### src/hdl/led_decode_pkg.sv
// constants, carriers and state layout of the digit decode, key readback and test_in_progress block
package led_decode_pkg;

	// ==========================================================
	// clock and timing
	localparam int unsigned CLOCK_HZ         = 10_000_000;
	localparam int unsigned DEBOUNCE_TIME_MS = 20;
	localparam int unsigned DEBOUNCE_CYCLES  = DEBOUNCE_TIME_MS * (CLOCK_HZ / 1000);
	localparam int unsigned TEST_STEP_CYCLES = 16;
	localparam int unsigned DEB_CNT_W        = 20;
	localparam int unsigned STEP_CNT_W       = 8;

	// ==========================================================
	// register offsets
	localparam logic [7:0] ADDR_DECODE_SELECT = 8'h09;
	localparam logic [7:0] ADDR_TEST_CONTROL  = 8'h0f;
	localparam logic [7:0] ADDR_DIAG_FIRST    = 8'h14;
	localparam logic [7:0] ADDR_DIAG_LAST     = 8'h1b;
	localparam logic [7:0] ADDR_KEY_LOW       = 8'h1c;
	localparam logic [7:0] ADDR_KEY_HIGH      = 8'h1d;
	localparam logic [7:0] ADDR_BUS_CONFIG    = 8'h2d;

	// ==========================================================
	// field positions
	localparam int unsigned TEST_OPTICAL_BIT  = 0;
	localparam int unsigned TEST_SHORT_BIT    = 1;
	localparam int unsigned TEST_OPEN_BIT     = 2;
	localparam int unsigned TEST_BUSY_BIT     = 3;
	localparam int unsigned TEST_FAULT_BIT    = 4;
	localparam int unsigned TEST_RES_OPEN_BIT = 5;
	localparam int unsigned TEST_RES_SHORT_BIT = 6;
	localparam int unsigned FEATURE_FONT_BIT  = 2;
	localparam int unsigned FEATURE_BLINK_BIT = 4;
	localparam int unsigned ADDR_SELECT_BIT   = 0;
	localparam int unsigned STRAP_A0_BIT      = 0;
	localparam int unsigned STRAP_A1_BIT      = 1;
	localparam int unsigned DP_BIT            = 7;

	// ==========================================================
	// reset values
	localparam logic [7:0]  DECODE_SELECT_RESET = 8'h00;
	localparam logic [15:0] KEY_STATE_RESET     = 16'hffff;
	localparam logic [6:0]  BUS_ADDRESS_RESET   = 7'h00;

	// ==========================================================
	// carriers
	typedef struct packed {
		logic       wr;
		logic       rd;
		logic [7:0] addr;
		logic [7:0] wdata;
	} reg_access_t;

	typedef struct packed {
		logic [7:0] high;
		logic [7:0] low;
	} key_sense_t;

	typedef struct packed {
		logic [7:0] open_fault;
		logic [7:0] short_fault;
	} led_sense_t;

	typedef enum logic [0:0] {TEST_IDLE, TEST_RUN} test_phase_t;

	// ==========================================================
	// whole state of the block
	typedef struct packed {
		logic [7:0]            decode_select;
		logic                  optical;
		logic                  short_sel;
		logic                  open_sel;
		test_phase_t           test_phase;
		logic                  fault_flag;
		logic [STEP_CNT_W-1:0] step_cnt;
		logic [2:0]            test_digit;
		logic [7:0][7:0]       pend;
		logic [7:0][7:0]       diag;
		logic                  res_open;
		logic                  res_short;
		logic [15:0]           key_sample;
		logic [DEB_CNT_W-1:0]  deb_cnt;
		logic [15:0]           key_state;
		logic                  irq_low;
		logic                  self_addr_used;
		logic                  user_addr_sel;
		logic [1:0]            strap;
		logic [7:0]            rdata;
		logic [7:0]            segments;
	} state_t;

endpackage

### src/hdl/led_decode_keyscan.sv
// digit decode, key readback with interrupt, self addressing and led self-test logic
`timescale 1ns/1ps
// What this block does
// - per-digit decode enable, bit n for digit n
// - feature bit 2 picks code-B or hex
// - decoder uses low nibble, ignores bits 6:4
// - bit 7 drives decimal point except during optical test, which lights it
// - undecoded digit maps bits straight to segments
// - address bits from segment G and F nodes
// - address is all zero after power-up
// - broadcast write switches to strap address
// - strap nodes left out of keys, undebounced
// - key state updates only after debounce period
// - key state change pulls interrupt low
// - key state read releases interrupt
// - key bits DP..G, pressed reads zero
// - keys not updated while blinking enabled
// - test bit 0 lights all digits
// - bits 1 and 2 start short/open test
// - bit 3 shows test in progress
// - bit 4 shows last test found fault
// - bits 5 and 6 show resistor faults
// - tests leave digit and control registers alone
// - eight per-digit diagnostic result registers
module led_decode_keyscan #(
	parameter int unsigned DEBOUNCE_CYCLES   = led_decode_pkg::DEBOUNCE_CYCLES,
	parameter int unsigned TEST_STEP_CYCLES  = led_decode_pkg::TEST_STEP_CYCLES,
	parameter logic [4:0]  FACTORY_ADDR_BASE = 5'h0a, // arbitrary value
	parameter logic [4:0]  USER_ADDR_BASE    = 5'h15  // arbitrary value
) (
	// clock and reset
	input  wire logic                        CLOCK,
	input  wire logic                        SYS_RST,
	// register access
	input  wire led_decode_pkg::reg_access_t REG,
	output logic [7:0]                       REG_RDATA,
	// display path
	input  wire logic [7:0]                  FEATURE,
	input  wire logic [2:0]                  SCAN_DIGIT,
	input  wire logic [7:0]                  DIGIT_DATA,
	output logic [7:0]                       SEGMENTS,
	output logic                             OPTICAL_TEST,
	// key readback, interrupt and bus address
	input  wire led_decode_pkg::key_sense_t  KEY_SENSE,
	output logic                             IRQ_N_OUT,
	output logic                             IRQ_N_OE,
	output logic [6:0]                       BUS_ADDRESS,
	// led self-test
	input  wire led_decode_pkg::led_sense_t  LED_SENSE,
	input  wire logic                        RES_OPEN_SENSE,
	input  wire logic                        RES_SHORT_SENSE,
	output logic                             TEST_ACTIVE,
	output logic [2:0]                       TEST_DIGIT
);

	localparam logic [led_decode_pkg::DEB_CNT_W-1:0] DEB_LAST =
		led_decode_pkg::DEB_CNT_W'(DEBOUNCE_CYCLES - 1);
	localparam logic [led_decode_pkg::STEP_CNT_W-1:0] STEP_LAST =
		led_decode_pkg::STEP_CNT_W'(TEST_STEP_CYCLES - 1);

	led_decode_pkg::state_t s;
	led_decode_pkg::state_t next_s;

	// ==========================================================
	// font table, segments A..G in bits 6..0
	function automatic logic [6:0] font(input logic [3:0] nib, input logic hex);
		logic [6:0] seg;
		seg = 7'h00;
		case (nib)
			4'h0: seg = 7'h7e;
			4'h1: seg = 7'h30;
			4'h2: seg = 7'h6d;
			4'h3: seg = 7'h79;
			4'h4: seg = 7'h33;
			4'h5: seg = 7'h5b;
			4'h6: seg = 7'h5f;
			4'h7: seg = 7'h70;
			4'h8: seg = 7'h7f;
			4'h9: seg = 7'h7b;
			4'ha: seg = hex ? 7'h77 : 7'h01;
			4'hb: seg = hex ? 7'h1f : 7'h4f;
			4'hc: seg = hex ? 7'h4e : 7'h37;
			4'hd: seg = hex ? 7'h3d : 7'h0e;
			4'he: seg = hex ? 7'h4f : 7'h67;
			4'hf: seg = hex ? 7'h47 : 7'h00;
			default: seg = 7'h00;
		endcase
		return seg;
	endfunction

	logic       wr_decode;
	logic       wr_test;
	logic       wr_config;
	logic       rd_key;
	logic       test_start;
	logic [7:0] test_read;

	// ==========================================================
	// access decode
	assign wr_decode  = REG.wr && (REG.addr == led_decode_pkg::ADDR_DECODE_SELECT);
	assign wr_test    = REG.wr && (REG.addr == led_decode_pkg::ADDR_TEST_CONTROL);
	assign wr_config  = REG.wr && (REG.addr == led_decode_pkg::ADDR_BUS_CONFIG);
	assign rd_key     = REG.rd && ((REG.addr == led_decode_pkg::ADDR_KEY_LOW)
		|| (REG.addr == led_decode_pkg::ADDR_KEY_HIGH));
	assign test_start = wr_test && (s.test_phase == led_decode_pkg::TEST_IDLE)
		&& (REG.wdata[led_decode_pkg::TEST_SHORT_BIT] || REG.wdata[led_decode_pkg::TEST_OPEN_BIT]);
	assign test_read  = {1'b0, s.res_short, s.res_open, s.fault_flag,
		(s.test_phase == led_decode_pkg::TEST_RUN), s.open_sel, s.short_sel, s.optical};

	// ==========================================================
	// next state
	always_comb
	begin
		logic [15:0]     raw;
		logic [7:0][7:0] pend_now;
		raw      = {KEY_SENSE.high, KEY_SENSE.low};
		pend_now = s.pend;
		next_s   = s;

		// register reads, captured one cycle later
		if (REG.rd)
		begin
			if (REG.addr == led_decode_pkg::ADDR_DECODE_SELECT)
				next_s.rdata = s.decode_select;
			else if (REG.addr == led_decode_pkg::ADDR_TEST_CONTROL)
				next_s.rdata = test_read;
			else if (REG.addr >= led_decode_pkg::ADDR_DIAG_FIRST && REG.addr <= led_decode_pkg::ADDR_DIAG_LAST)
				next_s.rdata = s.diag[REG.addr[2:0] - 3'h4];
			else if (REG.addr == led_decode_pkg::ADDR_KEY_LOW)
				next_s.rdata = s.key_state[7:0];
			else if (REG.addr == led_decode_pkg::ADDR_KEY_HIGH)
				next_s.rdata = s.key_state[15:8];
			else
				next_s.rdata = 8'h00;
		end
		if (rd_key)
			next_s.irq_low = 1'b0;

		// decode enable register
		if (wr_decode)
			next_s.decode_select = REG.wdata;

		// test control writes
		if (wr_test)
		begin
			next_s.optical = REG.wdata[led_decode_pkg::TEST_OPTICAL_BIT];
			if (s.test_phase == led_decode_pkg::TEST_IDLE)
			begin
				next_s.short_sel = REG.wdata[led_decode_pkg::TEST_SHORT_BIT];
				next_s.open_sel  = REG.wdata[led_decode_pkg::TEST_OPEN_BIT];
			end
		end
		if (test_start)
		begin
			next_s.test_phase = led_decode_pkg::TEST_RUN;
			next_s.test_digit = 3'h0;
			next_s.step_cnt   = '0;
			next_s.pend       = '0;
		end

		// test sequencer, one step per digit, results held apart until done
		case (s.test_phase)
			led_decode_pkg::TEST_RUN:
			begin
				if (s.step_cnt == STEP_LAST)
				begin
					next_s.step_cnt = '0;
					pend_now[s.test_digit] = (s.open_sel ? LED_SENSE.open_fault : 8'h00)
						| (s.short_sel ? LED_SENSE.short_fault : 8'h00);
					next_s.pend = pend_now;
					next_s.test_digit = s.test_digit + 3'h1;
					if (s.test_digit == 3'h7)
					begin
						next_s.test_phase = led_decode_pkg::TEST_IDLE;
						next_s.diag       = pend_now;
						next_s.fault_flag = |pend_now;
					end
				end
				else
					next_s.step_cnt = s.step_cnt + 1'b1;
			end
			default:
				next_s.step_cnt = '0;
		endcase

		// resistor checks follow the sense inputs
		next_s.res_open  = RES_OPEN_SENSE;
		next_s.res_short = RES_SHORT_SENSE;

		// self addressing, straps taken raw with no debounce
		if (wr_config)
		begin
			next_s.self_addr_used = 1'b1;
			next_s.user_addr_sel  = REG.wdata[led_decode_pkg::ADDR_SELECT_BIT];
			next_s.strap = {KEY_SENSE.low[led_decode_pkg::STRAP_A1_BIT],
				KEY_SENSE.low[led_decode_pkg::STRAP_A0_BIT]};
		end
		if (s.self_addr_used)
			raw[1:0] = 2'b11;

		// debounce: hold off until scan data stays put
		if (raw != s.key_sample)
		begin
			next_s.key_sample = raw;
			next_s.deb_cnt    = '0;
		end
		else if (s.deb_cnt != DEB_LAST)
			next_s.deb_cnt = s.deb_cnt + 1'b1;
		else if (!FEATURE[led_decode_pkg::FEATURE_BLINK_BIT] && (raw != s.key_state))
		begin
			next_s.key_state = raw;
			next_s.irq_low   = 1'b1;
		end

		// segment drive
		if (s.optical)
			next_s.segments = 8'hff;
		else if (s.decode_select[SCAN_DIGIT])
			next_s.segments = {DIGIT_DATA[led_decode_pkg::DP_BIT],
				font(DIGIT_DATA[3:0], FEATURE[led_decode_pkg::FEATURE_FONT_BIT])};
		else
			next_s.segments = DIGIT_DATA;
	end

	// ==========================================================
	// state register
	always_ff @(posedge CLOCK or posedge SYS_RST)
	begin
		if (SYS_RST)
		begin
			s               <= '0;
			s.decode_select <= led_decode_pkg::DECODE_SELECT_RESET;
			s.key_state     <= led_decode_pkg::KEY_STATE_RESET;
			s.key_sample    <= led_decode_pkg::KEY_STATE_RESET;
		end
		else
			s <= next_s;
	end

	// ==========================================================
	// outputs
	assign REG_RDATA    = s.rdata;
	assign SEGMENTS     = s.segments;
	assign OPTICAL_TEST = s.optical;
	assign IRQ_N_OUT    = 1'b0;
	assign IRQ_N_OE     = s.irq_low;
	assign TEST_ACTIVE  = (s.test_phase == led_decode_pkg::TEST_RUN);
	assign TEST_DIGIT   = s.test_digit;
	assign BUS_ADDRESS  = !s.self_addr_used ? led_decode_pkg::BUS_ADDRESS_RESET
		: {(s.user_addr_sel ? USER_ADDR_BASE : FACTORY_ADDR_BASE), s.strap};
endmodule // led_decode_keyscan

### config.mk
export PLATFORM = sky130hd
export DESIGN_NAME = led_decode_keyscan
export DESIGN_NICKNAME = d
export VERILOG_FILES = /design/src/hdl/led_decode_pkg.sv /design/src/hdl/led_decode_keyscan.sv
export SDC_FILE = /design/constraint.sdc
export NUM_CORES = 1
export LEC_CHECK = 0
export ABC_CLOCK_PERIOD_IN_PS = 18300
export BUFFER_PORTS_ARGS = -buffer_cell sky130_fd_sc_hd__buf_2
export CORE_ASPECT_RATIO = 1.4
export CORE_MARGIN = 3
export CORE_UTILIZATION = 40
export CTS_CLUSTER_DIAMETER = 40
export DETAILED_ROUTE_END_ITERATION = 16
export GPL_TIMING_DRIVEN = 0
export PLACE_DENSITY = 0.59
export SLEW_MARGIN = 5
export SYNTH_ARGS = -nofsm -noshare
export SYNTH_HDL_FRONTEND = slang
export SYNTH_SLANG_ARGS = --single-unit
### constraint.sdc
create_clock -name CLOCK -period 18.3 [get_ports CLOCK]
set_input_delay 3.66 -clock CLOCK [delete_from_list [all_inputs] [get_ports CLOCK]]
set_output_delay 3.66 -clock CLOCK [all_outputs]
set_load 0.05 [all_outputs]
==> results.md, run 1 <==
* Commonest non-fill, non-tap cell in the layout: dfrtp_1
* Final-report hold violation count at 0
* Max Cap Viol at 0
* Crit path DAT at 6.09 ns
* Antenna cells at 0
* Gp weighted congestion at 0.954
* DR WL/cell at 19.6 um
* Root buf cell: clkbuf_16
* Io pins at 103
* Number of synthesized register bits at 227
* Pins Over Slew Limit at 0
* Port Buffer Count at 92
* Die footprint at 30600 um2
* Met3 global-route usage at 2.85%
* P_leak at 5.57 nW
* Total power per unit cell area at 88.3 nW/um2
* Clk_skew at 0.0220 ns
* Synth cell types at 66
* Final TNS setup at 0 ns
* Place WS at 12.10 ns
* CP required at 18.71 ns
* CP Launch Type: primary input
* Maximum vdd drop at 0.0587 mV
* M1 GR Usage at 27.8%
* Initial antenna violation count at 1
* Crit end category: register
* Setup CP Type: in -> reg
* Via Count at 9237
* Syn Nets at 1215
* CTS tree: built
* Fmax at 0.176 GHz
* Post-synth ARST share at 100%
* Slowest CP cell: o31ai_1
* Share of layout cells above drive strength 1 at 20.9%
* Number of synthesized flops with an enable pin at 0
* Synth Cell Area at 11400 um2
* Register area share after synthesis at 50.1%
* Largest net degree at the start of global routing at 117
* Chip width at 149 um
* Antenna-violating nets left at 0
* GRT busiest layer: met2
* Synth Flop Type: dfrtp_1
* Post-synth top area share at 42.7%
* Crit. path cell count at 9
* TritonCTS Buffers at 31
* Final Setup Violations at 0
* First-pass DRT Iterations at 5
* Detailed Route WL at 32400 um
* Fin nets at 1342
* Post-DP HPWL at 23900 um
* Most frequent cells in the layout: dfrtp_1 (195), o21ai_0 (139), nand2_1 (131)
* Crit path cell chain: buf_2, nor2b_1, and3_1, clkbuf_1, nand3_1, o31ai_1, buf_2, o21ai_1, o2bb2ai_1
* Area Overhead vs Synth at 16.9%
* First-pass GRT wire length at 51700 um
* Crit-path max FO at 10
* Period minus WS final at 5.68 ns
* Gate Count Post-Synth at 1138
* CP Buf/Inv Count at 3
* Hold Path Stages at 2
* Syn_area_per_cell at 10.0 um2
* CTS resizes at 0
* Reg2Reg Depth at 7
* # H-tree levels at 1
* Iteration-0 DRC count of the detailed router at 735
* Final period util at 31.0%
* Reg2reg setup slack at 15.47 ns
* Clock sinks at 227
* Hold slack at 0.474 ns
* DRC at 0
* Post-synth top area cell: dfrtp_1
* CTS Hold Bufs at 0
* Number of global-route vias before repair at 9233
* Slew of the pin with the lowest slew margin at 1.30 ns
* Postcts setup bufs at 0
* GRT Residual Overflow at 0
* Longest Clk Path Bufs at 3
* Rows at 72
* Core area at 27800 um2
* Worst path top cell family by delay: compound AO/OA/AOI/OAI gates
* Leading post-synthesis cells by cell area: dfrtp_1 (43%), dfstp_2 (7.4%), o21ai_0 (6.1%)
* Fillcell total at 2630
* Met2 Use GR at 36.5%
* Vias/cell at 5.58
* Worst min-delay path class: reg -> reg
* RSZ-0062 raised after global routing: false
* Final WS setup at 12.62 ns
* Clk slew on worst S/H paths at 0.06 ns
* Status: finished, final reports clean
* Worst-skew pair later-pin latency at 0.57 ns
* Synth warnings at 0
* Slew HR at 13.0%
* Die height at 206 um
* Starting Density at 41.0%
* CP most frequent cell: buf_2
* All-layer global routing usage at 21.4%
* CP max stage delay at 0.53 ns
-- registers in the layout, summed over array words and instances (netlist names) --
signal / cells
OPTICAL_TEST: 1
TEST_DIGIT: 3
s: 205
SEGMENTS: 8
IRQ_N_OE: 1
TEST_ACTIVE: 1
REG_RDATA: 8
-- synth_stat cells (6+ instances only) --
cell and count:
mux2_2 37, a22oi_1 11, a221oi_1 9, o2bb2ai_1 64, dfstp_2 32, xor2_1 22, o21ai_1 9, nor2_1 86
nand2_1 131, nand2b_1 10, nor4_1 11, o21ai_0 139, o22ai_1 11, nand4_1 19, dfrtp_1 195, mux2_1 9
a21oi_1 37, a31oi_1 6, xnor2_1 34, and2_1 8, buf_4 23, nand3_1 24, inv_1 10, nor3_1 25
clkbuf_1 74, mux4_2 18, and3_1 6, or3_1 6
-- stage by stage --
step	power, mW	area (um2)	util [%]	instances
2_1_floorplan	0.597	11400	-	1138
3_3_place_gp	0.633	12300	44.3	1600
3_5_place_dp	0.635	12400	44.6	1602
4_1_cts	1.19	13400	48.0	1655
5_1_grt	1.22	13400	48.0	1655
6_report	1.18	13400	48.0	1655
-- worst paths after layout --
path / to / startpoint
setup / recovery: s[191] / REG[8]
hold / removal: s[130] / s[130]
setup reg to reg: s[214] / s[216]
hold reg to reg: s[130] / s[130]
max in group asynchronous: s[60] / SYS_RST
min in group asynchronous: SEGMENTS[4] / SYS_RST
-- area by class of cell --
class                   instances  area, um2  area share [%]
clock inverters                12       85.1           0.637
clock buffers                  41        865            6.47
multi-input cells             795       5160            38.6
plain buffers                 105        502            3.76
repair buffers                 94        515            3.86
flip-flops and latches        227       5720            42.8
well taps                     370        463            3.47
inverters                      11       48.8           0.365
-- tightest hold or removal path: cells and delay by family (launching register included) --
family,cells,cell delay (ns)
AOI/OAI and AO/OA,1,0.06
and+or+nand+nor,1,0.05
DFF,1,0.34
-- power breakdown --
group	total, mW	internal [mW]	switching, mW
clock network	0.554	0.331	0.223
logic	0.110	0.0356	0.0745
registers	0.516	0.512	0.00470
-- per-layer routing --
metal	wire length, um	vias to the layer above	share of wire [%]
li1	-	4346	-
met2	16100	302	50
met3	1790	58	5.5
met5	0	-	0
met1	13500	4531	42
met4	1060	0	3.3
-- cells by family (layout without fill, tap and decap cells) --
kind of cell	after synthesis	count (layout)	synth area share, %
AO/OA/AOI/OAI	315	315	17.6
XOR/XNOR	56	56	4.29
adder cells (fa/ha/maj)	4	4	0.438
buffers and inverters	116	263	4.75
flip-flops	227	227	50.1
multiplexers	68	68	8.44
other	1	1	0.0328
AND/OR/NAND/NOR	351	351	14.3
No activity file was read; power rests on OpenSTA's default activity.
==> run 2, diff against run 1 <==
--- a/config.mk
+++ b/config.mk
@@ -5,7 +5,7 @@
 export SDC_FILE = /design/constraint.sdc
 export NUM_CORES = 1
 export LEC_CHECK = 0
-export ABC_CLOCK_PERIOD_IN_PS = 18300
+export ABC_CLOCK_PERIOD_IN_PS = 5100
 export BUFFER_PORTS_ARGS = -buffer_cell sky130_fd_sc_hd__buf_2
 export CORE_ASPECT_RATIO = 1.4
 export CORE_MARGIN = 3
@@ -13,7 +13,7 @@
 export CTS_CLUSTER_DIAMETER = 40
 export DETAILED_ROUTE_END_ITERATION = 16
 export GPL_TIMING_DRIVEN = 0
-export PLACE_DENSITY = 0.59
+export PLACE_DENSITY = 0.62
 export SLEW_MARGIN = 5
 export SYNTH_ARGS = -nofsm -noshare
 export SYNTH_HDL_FRONTEND = slang
==> constraint.sdc (replaced) <==
create_clock -name CLOCK -period 5.1 [get_ports CLOCK]
set_input_delay 1.02 -clock CLOCK [delete_from_list [all_inputs] [get_ports CLOCK]]
set_output_delay 1.02 -clock CLOCK [all_outputs]
set_load 0.05 [all_outputs]
==> run 2 against run 1 <==
Die area did not move. Sequential cell count unchanged. Power grew to 3.8 times the previous value.
==> results.md, run 2 (synthesized netlist as in run 1, its figures left out) <==
* Chip width at 149 um
* Total power per unit cell area at 332 nW/um2
* Slew HR at 12.4%
* Fillcell total at 2603
* Max Cap Viol at 0
* Die height at 206 um
* CTS Hold Bufs at 0
* Clk slew on worst S/H paths at 0.06 ns
* # H-tree levels at 1
* CTS resizes at 0
* Root buf cell: clkbuf_16
* GRT Residual Overflow at 0
* Core area at 27800 um2
* Post-DP HPWL at 24200 um
* Sw Pwr at 1.11 mW
* Port Buffer Count at 92
* P_leak at 5.66 nW
* Max reg flops at 205
* Period minus WS final at 2.97 ns
* Postcts setup bufs at 0
* Pins Over Slew Limit at 0
* Crit-path max FO at 10
* Antenna-violating nets left at 0
* Clock sinks at 227
* Number of global-route vias before repair at 9347
* Final-report hold violation count at 0
* Largest net degree at the start of global routing at 41
* Area Overhead vs Synth at 18.6%
* Iteration-0 DRC count of the detailed router at 669
* Clk_skew at 0.0243 ns
* Most frequent cells in the layout: dfrtp_1 (195), o21ai_0 (139), nand2_1 (131)
* Overall power at 4.50 mW
* Antenna cells at 0
* Worst min-delay path class: reg -> reg
* TritonCTS Buffers at 30
* First-pass GRT wire length at 52000 um
* Rows at 72
* Starting Density at 41.0%
* Commonest non-fill, non-tap cell in the layout: dfrtp_1
* Via Count at 9321
* CP required at 5.51 ns
* Vias/cell at 5.61
* Worst-skew pair later-pin latency at 0.56 ns
* Power share of the combinational group at 8.9%
* DRC at 0
* Crit path cell chain: buf_2, nor2b_1, and3_1, clkbuf_1, nand3_1, o31ai_1, buf_2, o21ai_1, o2bb2ai_1
* Final period util at 58.3%
* Maximum vdd drop at 0.235 mV
* Share of layout cells above drive strength 1 at 21.3%
* Seq pwr share at 41.2%
* CP max stage delay at 0.47 ns
* Detailed Route WL at 32600 um
* Initial antenna violation count at 0
* CTS tree: built
* Internal Power at 3.38 mW
* Die footprint at 30600 um2
* First-pass DRT Iterations at 6
* DR WL/cell at 19.6 um
* CP Launch Type: primary input
* Fin nets at 1345
* Fmax at 0.336 GHz
* All-layer global routing usage at 21.4%
* Most flops, register: s
* Final Setup Violations at 0
* Finished Core Util at 48.7%
* Setup CP Type: in -> reg
* Crit path DAT at 3.38 ns
* Clock power share at 49.9%
* Longest Clk Path Bufs at 3
* Crit end category: register
* Slew of the pin with the lowest slew margin at 1.31 ns
* Status: finished, final reports clean
* Gp weighted congestion at 0.944
* Slowest CP cell: o31ai_1
* CP most frequent cell: buf_2
* Io pins at 103
* RSZ-0062 raised after global routing: false
* Sw Ratio at 24.8%
## run 2: cell count changes in the layout (fill, tap and decap cells not counted), moves of 2 or more
cell	change
bufinv_16	+4
clkinv_2	-3
buf_12	+6
buf_16	-2
## run 2: routing by layer
layer,wire length (um),share of wire [%],up-vias,track usage (%)
li1,-,-,4358,-
met1,13400,41,4544,28.3
met2,16200,50,343,36.7
met3,1960,6.0,76,2.63
met4,1030,3.2,0,7.20
met5,0,0,-,0
## run 2: final timing paths
check / from / endpoint / slack, ns / cells after the start
setup / recovery: REG[8] / s[193] / 2.13 / 9
hold / removal: s[206] / s[206] / 0.46 / 1
setup reg to reg: s[216] / s[214] / 2.26 / 7
hold reg to reg: s[206] / s[206] / 0.46 / 1
max in group asynchronous: SYS_RST / s[189] / 3.48 / 5
min in group asynchronous: SYS_RST / s[207] / 0.50 / 2
## run 2: power groups by stage
stage / Clock [mW] / Combinational (mW) / Sequential [mW]
after detailed placement: 0 / 0.402 / 1.88
final: 2.24 / 0.402 / 1.85
after floorplan: 0 / 0.262 / 1.88
after CTS: 2.28 / 0.404 / 1.85
after global routing: 2.37 / 0.439 / 1.85
after global placement: 0 / 0.388 / 1.88
## run 2: worst max-delay path: cells and delay by family
family / cells / cell delay (ns)
AOI/OAI and AO/OA: 3 / 0.98
and+or+nand+nor: 3 / 0.63
buffers and inverters: 3 / 0.74
## run 2: area by class of cell
type	instances	area, um2	share of cell area, %
well taps	370	463	3.42
clock inverters	14	203	1.50
inverters	11	45.0	0.333
multi-input cells	795	5160	38.1
repair buffers	98	581	4.29
clock buffers	41	876	6.47
plain buffers	105	502	3.70
flip-flops and latches	227	5720	42.2
## run 2: through the flow
stage | TNS (ns) | setup slack (ns) | cells | cell area, um2 | hold WS, ns
after floorplan | 0 | 1.14 | 1138 | 11400 | 0.433
after global placement | -47.87 | -0.271 | 1600 | 12300 | 0.455
after detailed placement | 0 | 1.57 | 1606 | 12500 | 0.457
after CTS | 0 | 2.13 | 1661 | 13500 | 0.464
after global routing | 0 | 1.95 | 1661 | 13500 | 0.499
final | 0 | 2.13 | 1661 | 13500 | 0.461
==> run 3, diff against run 2 <==
--- a/config.mk
+++ b/config.mk
@@ -5,7 +5,7 @@
 export SDC_FILE = /design/constraint.sdc
 export NUM_CORES = 1
 export LEC_CHECK = 0
-export ABC_CLOCK_PERIOD_IN_PS = 5100
+export ABC_CLOCK_PERIOD_IN_PS = 3000
 export BUFFER_PORTS_ARGS = -buffer_cell sky130_fd_sc_hd__buf_2
 export CORE_ASPECT_RATIO = 1.4
 export CORE_MARGIN = 3
@@ -13,7 +13,7 @@
 export CTS_CLUSTER_DIAMETER = 40
 export DETAILED_ROUTE_END_ITERATION = 16
 export GPL_TIMING_DRIVEN = 0
-export PLACE_DENSITY = 0.62
+export PLACE_DENSITY = 0.59
 export SLEW_MARGIN = 5
 export SYNTH_ARGS = -nofsm -noshare
 export SYNTH_HDL_FRONTEND = slang
==> constraint.sdc (replaced) <==
create_clock -name CLOCK -period 3 [get_ports CLOCK]
set_input_delay 0.6 -clock CLOCK [delete_from_list [all_inputs] [get_ports CLOCK]]
set_output_delay 0.6 -clock CLOCK [all_outputs]
set_load 0.05 [all_outputs]
==> run 3 against run 2 <==
Wire length increased by 0.56%. Count of clock-buffer cells in the layout decreased by 4. First-iteration DRC count decreased by 20%. Largest cell class unchanged. Largest power group unchanged. Highest routed layer unchanged.
==> results.md, run 3 (synthesized netlist as in run 1, its figures left out) <==
* CP startpoint: s[210]
* Detailed Route WL at 32800 um
* CTS Hold Bufs at 0
* CP max stage delay at 0.55 ns
* Final Setup Violations at 0
* Most frequent cells in the layout: dfrtp_1 (195), o21ai_0 (139), nand2_1 (131)
* Maximum vdd drop at 0.371 mV
* Slowest CP cell: or4_4
* Crit-path max FO at 10
* Port Buffer Count at 92
* Antenna-violating nets left at 0
* All-layer global routing usage at 21.4%
* Commonest non-fill, non-tap cell in the layout: dfrtp_1
* Final TNS setup at 0 ns
* CP Launch Type: register
* First-pass DRT Iterations at 6
* Share of layout cells above drive strength 1 at 21.7%
* Largest net degree at the start of global routing at 40
* CP required at 3.41 ns
* Reg2Reg Depth at 7
* Die height at 206 um
* GRT Residual Overflow at 0
* Number of global-route vias before repair at 9277
* Clk slew on worst S/H paths at 0.06 ns
* Rows at 72
* Slew HR at 28.3%
* P_leak at 5.65 nW
* Final period util at 92.6%
* Origin of the critical flop-to-flop path: s[210]
* Crit path cell chain: or4_4, nor2_2, nand2_1, o31ai_1, buf_2, o21ai_1, o2bb2ai_1
* DR WL/cell at 19.7 um
* Initial antenna violation count at 0
* Worst path top cell family by delay: simple AND/OR/NAND/NOR gates
* Worst-skew pair later-pin latency at 0.57 ns
* Place WS at -0.0803 ns
* DRC at 0
* Pins Over Slew Limit at 0
* Reg2reg setup slack at 0.22 ns
* # H-tree levels at 1
* Starting Density at 41.0%
* Die footprint at 30600 um2
* Io pins at 103
* Fin cells at 1665
* # placed instances at 1606
* Status: finished, final reports clean
* Reg-to-Reg End: s[188]
* CTS tree: built
* RSZ-0062 raised after global routing: false
* Most flops, register: s
* Total power per unit cell area at 562 nW/um2
* Area Overhead vs Synth at 18.6%
* Slew of the pin with the lowest slew margin at 1.07 ns
* Root buf cell: clkbuf_16
* Fin nets at 1346
* Via Count at 9218
* Clock sinks at 227
* CP endpoint: s[188]
* TritonCTS Buffers at 31
* Setup CP Type: reg -> reg
* Worst min-delay path class: in -> async
* Core area at 27800 um2
* Crit end category: register
* Crit path DAT at 3.18 ns
* Fmax at 0.360 GHz
* Gp weighted congestion at 0.953
* Iteration-0 DRC count of the detailed router at 534
* First-pass GRT wire length at 51800 um
* Vias/cell at 5.54
* Period minus WS final at 2.78 ns
* Clk_skew at 0.0355 ns
* Postcts setup bufs at 0
* Crit. path cell count at 7
* CP Buf/Inv Count at 1
* Final WS setup at 0.221 ns
* Final-report hold violation count at 0
* Max Cap Viol at 0
* Max reg flops at 205
* Chip width at 149 um
* Longest Clk Path Bufs at 3
* Post-DP HPWL at 24300 um
==> run 3: cell count changes in the layout (fill, tap and decap cells not counted) <==
| cell | before | now |
|---|---|---|
| a22oi_1 | 11 | 10 |
| clkbuf_1 | 80 | 78 |
| inv_6 | 3 | 5 |
| inv_4 | 1 | 0 |
| clkinvlp_4 | 1 | 3 |
| clkbuf_16 | 33 | 31 |
| clkinv_2 | 2 | 6 |
| diode_2 | 0 | 1 |
| a22oi_2 | 0 | 1 |
==> run 3: how the worst min path moves through the flow <==
stage | depth (start not counted) | endpoint | startpoint
4_1_cts | 2 | s[147] | SYS_RST
3_5_place_dp | 1 | s[206] | s[206]
6_report | 2 | s[84] | SYS_RST
5_1_grt | 2 | s[84] | SYS_RST
2_1_floorplan | 1 | s[206] | s[206]
3_3_place_gp | 1 | s[80] | s[80]
==> run 3: cell type report <==
cell class / instances / area (um2)
clock buffer: 37 / 818
multi-input combinational: 795 / 5160
inverter: 11 / 45.0
timing repair buffer: 98 / 581
sequential: 227 / 5720
antenna: 1 / 2.50
buffer: 105 / 502
tap: 370 / 463
clock inverter: 21 / 249
fill: 2572 / 14300
==> run 3: per-stage QoR <==
step / utilization (%) / cell area [um2] / power [mW] / hold slack [ns]
after floorplan: - / 11400 / 3.64 / 0.433
after global placement: 44.4 / 12300 / 3.86 / 0.456
after detailed placement: 44.8 / 12500 / 3.89 / 0.465
after CTS: 48.6 / 13500 / 7.68 / 0.0673
after global routing: 48.6 / 13500 / 7.88 / 0.0928
final: 48.7 / 13500 / 7.61 / 0.0651
==> run 3: repair_timing <==
item,CTS,global route
gates resized for setup,0,1
endpoints found under the hold margin,0,0
endpoints found under the setup margin,0,1
==> run 3: where the power goes <==
part	switching [mW]	internal [mW]	total [mW]
Sequential	0.0279	3.12	3.15
Clock	1.46	2.32	3.78
Combinational	0.460	0.226	0.685
==> run 3: per-layer routing <==
| metal | vias up | GRT usage (%) | share of wire [%] |
|---|---|---|---|
| met4 | 0 | 7.79 | 3.3 |
| met5 | - | 0 | 0 |
| met1 | 4486 | 27.6 | 42 |
| met2 | 301 | 36.7 | 49 |
| li1 | 4360 | - | - |
| met3 | 71 | 3.29 | 5.9 |
==> run 3: worst register-to-register path, cell delays in order (launching register included) <==
cell and delay (ns):
dfrtp_1 0.41, or4_4 0.55, nor2_2 0.18, nand2_1 0.36, o31ai_1 0.27, buf_2 0.33
o21ai_1 0.28, o2bb2ai_1 0.23
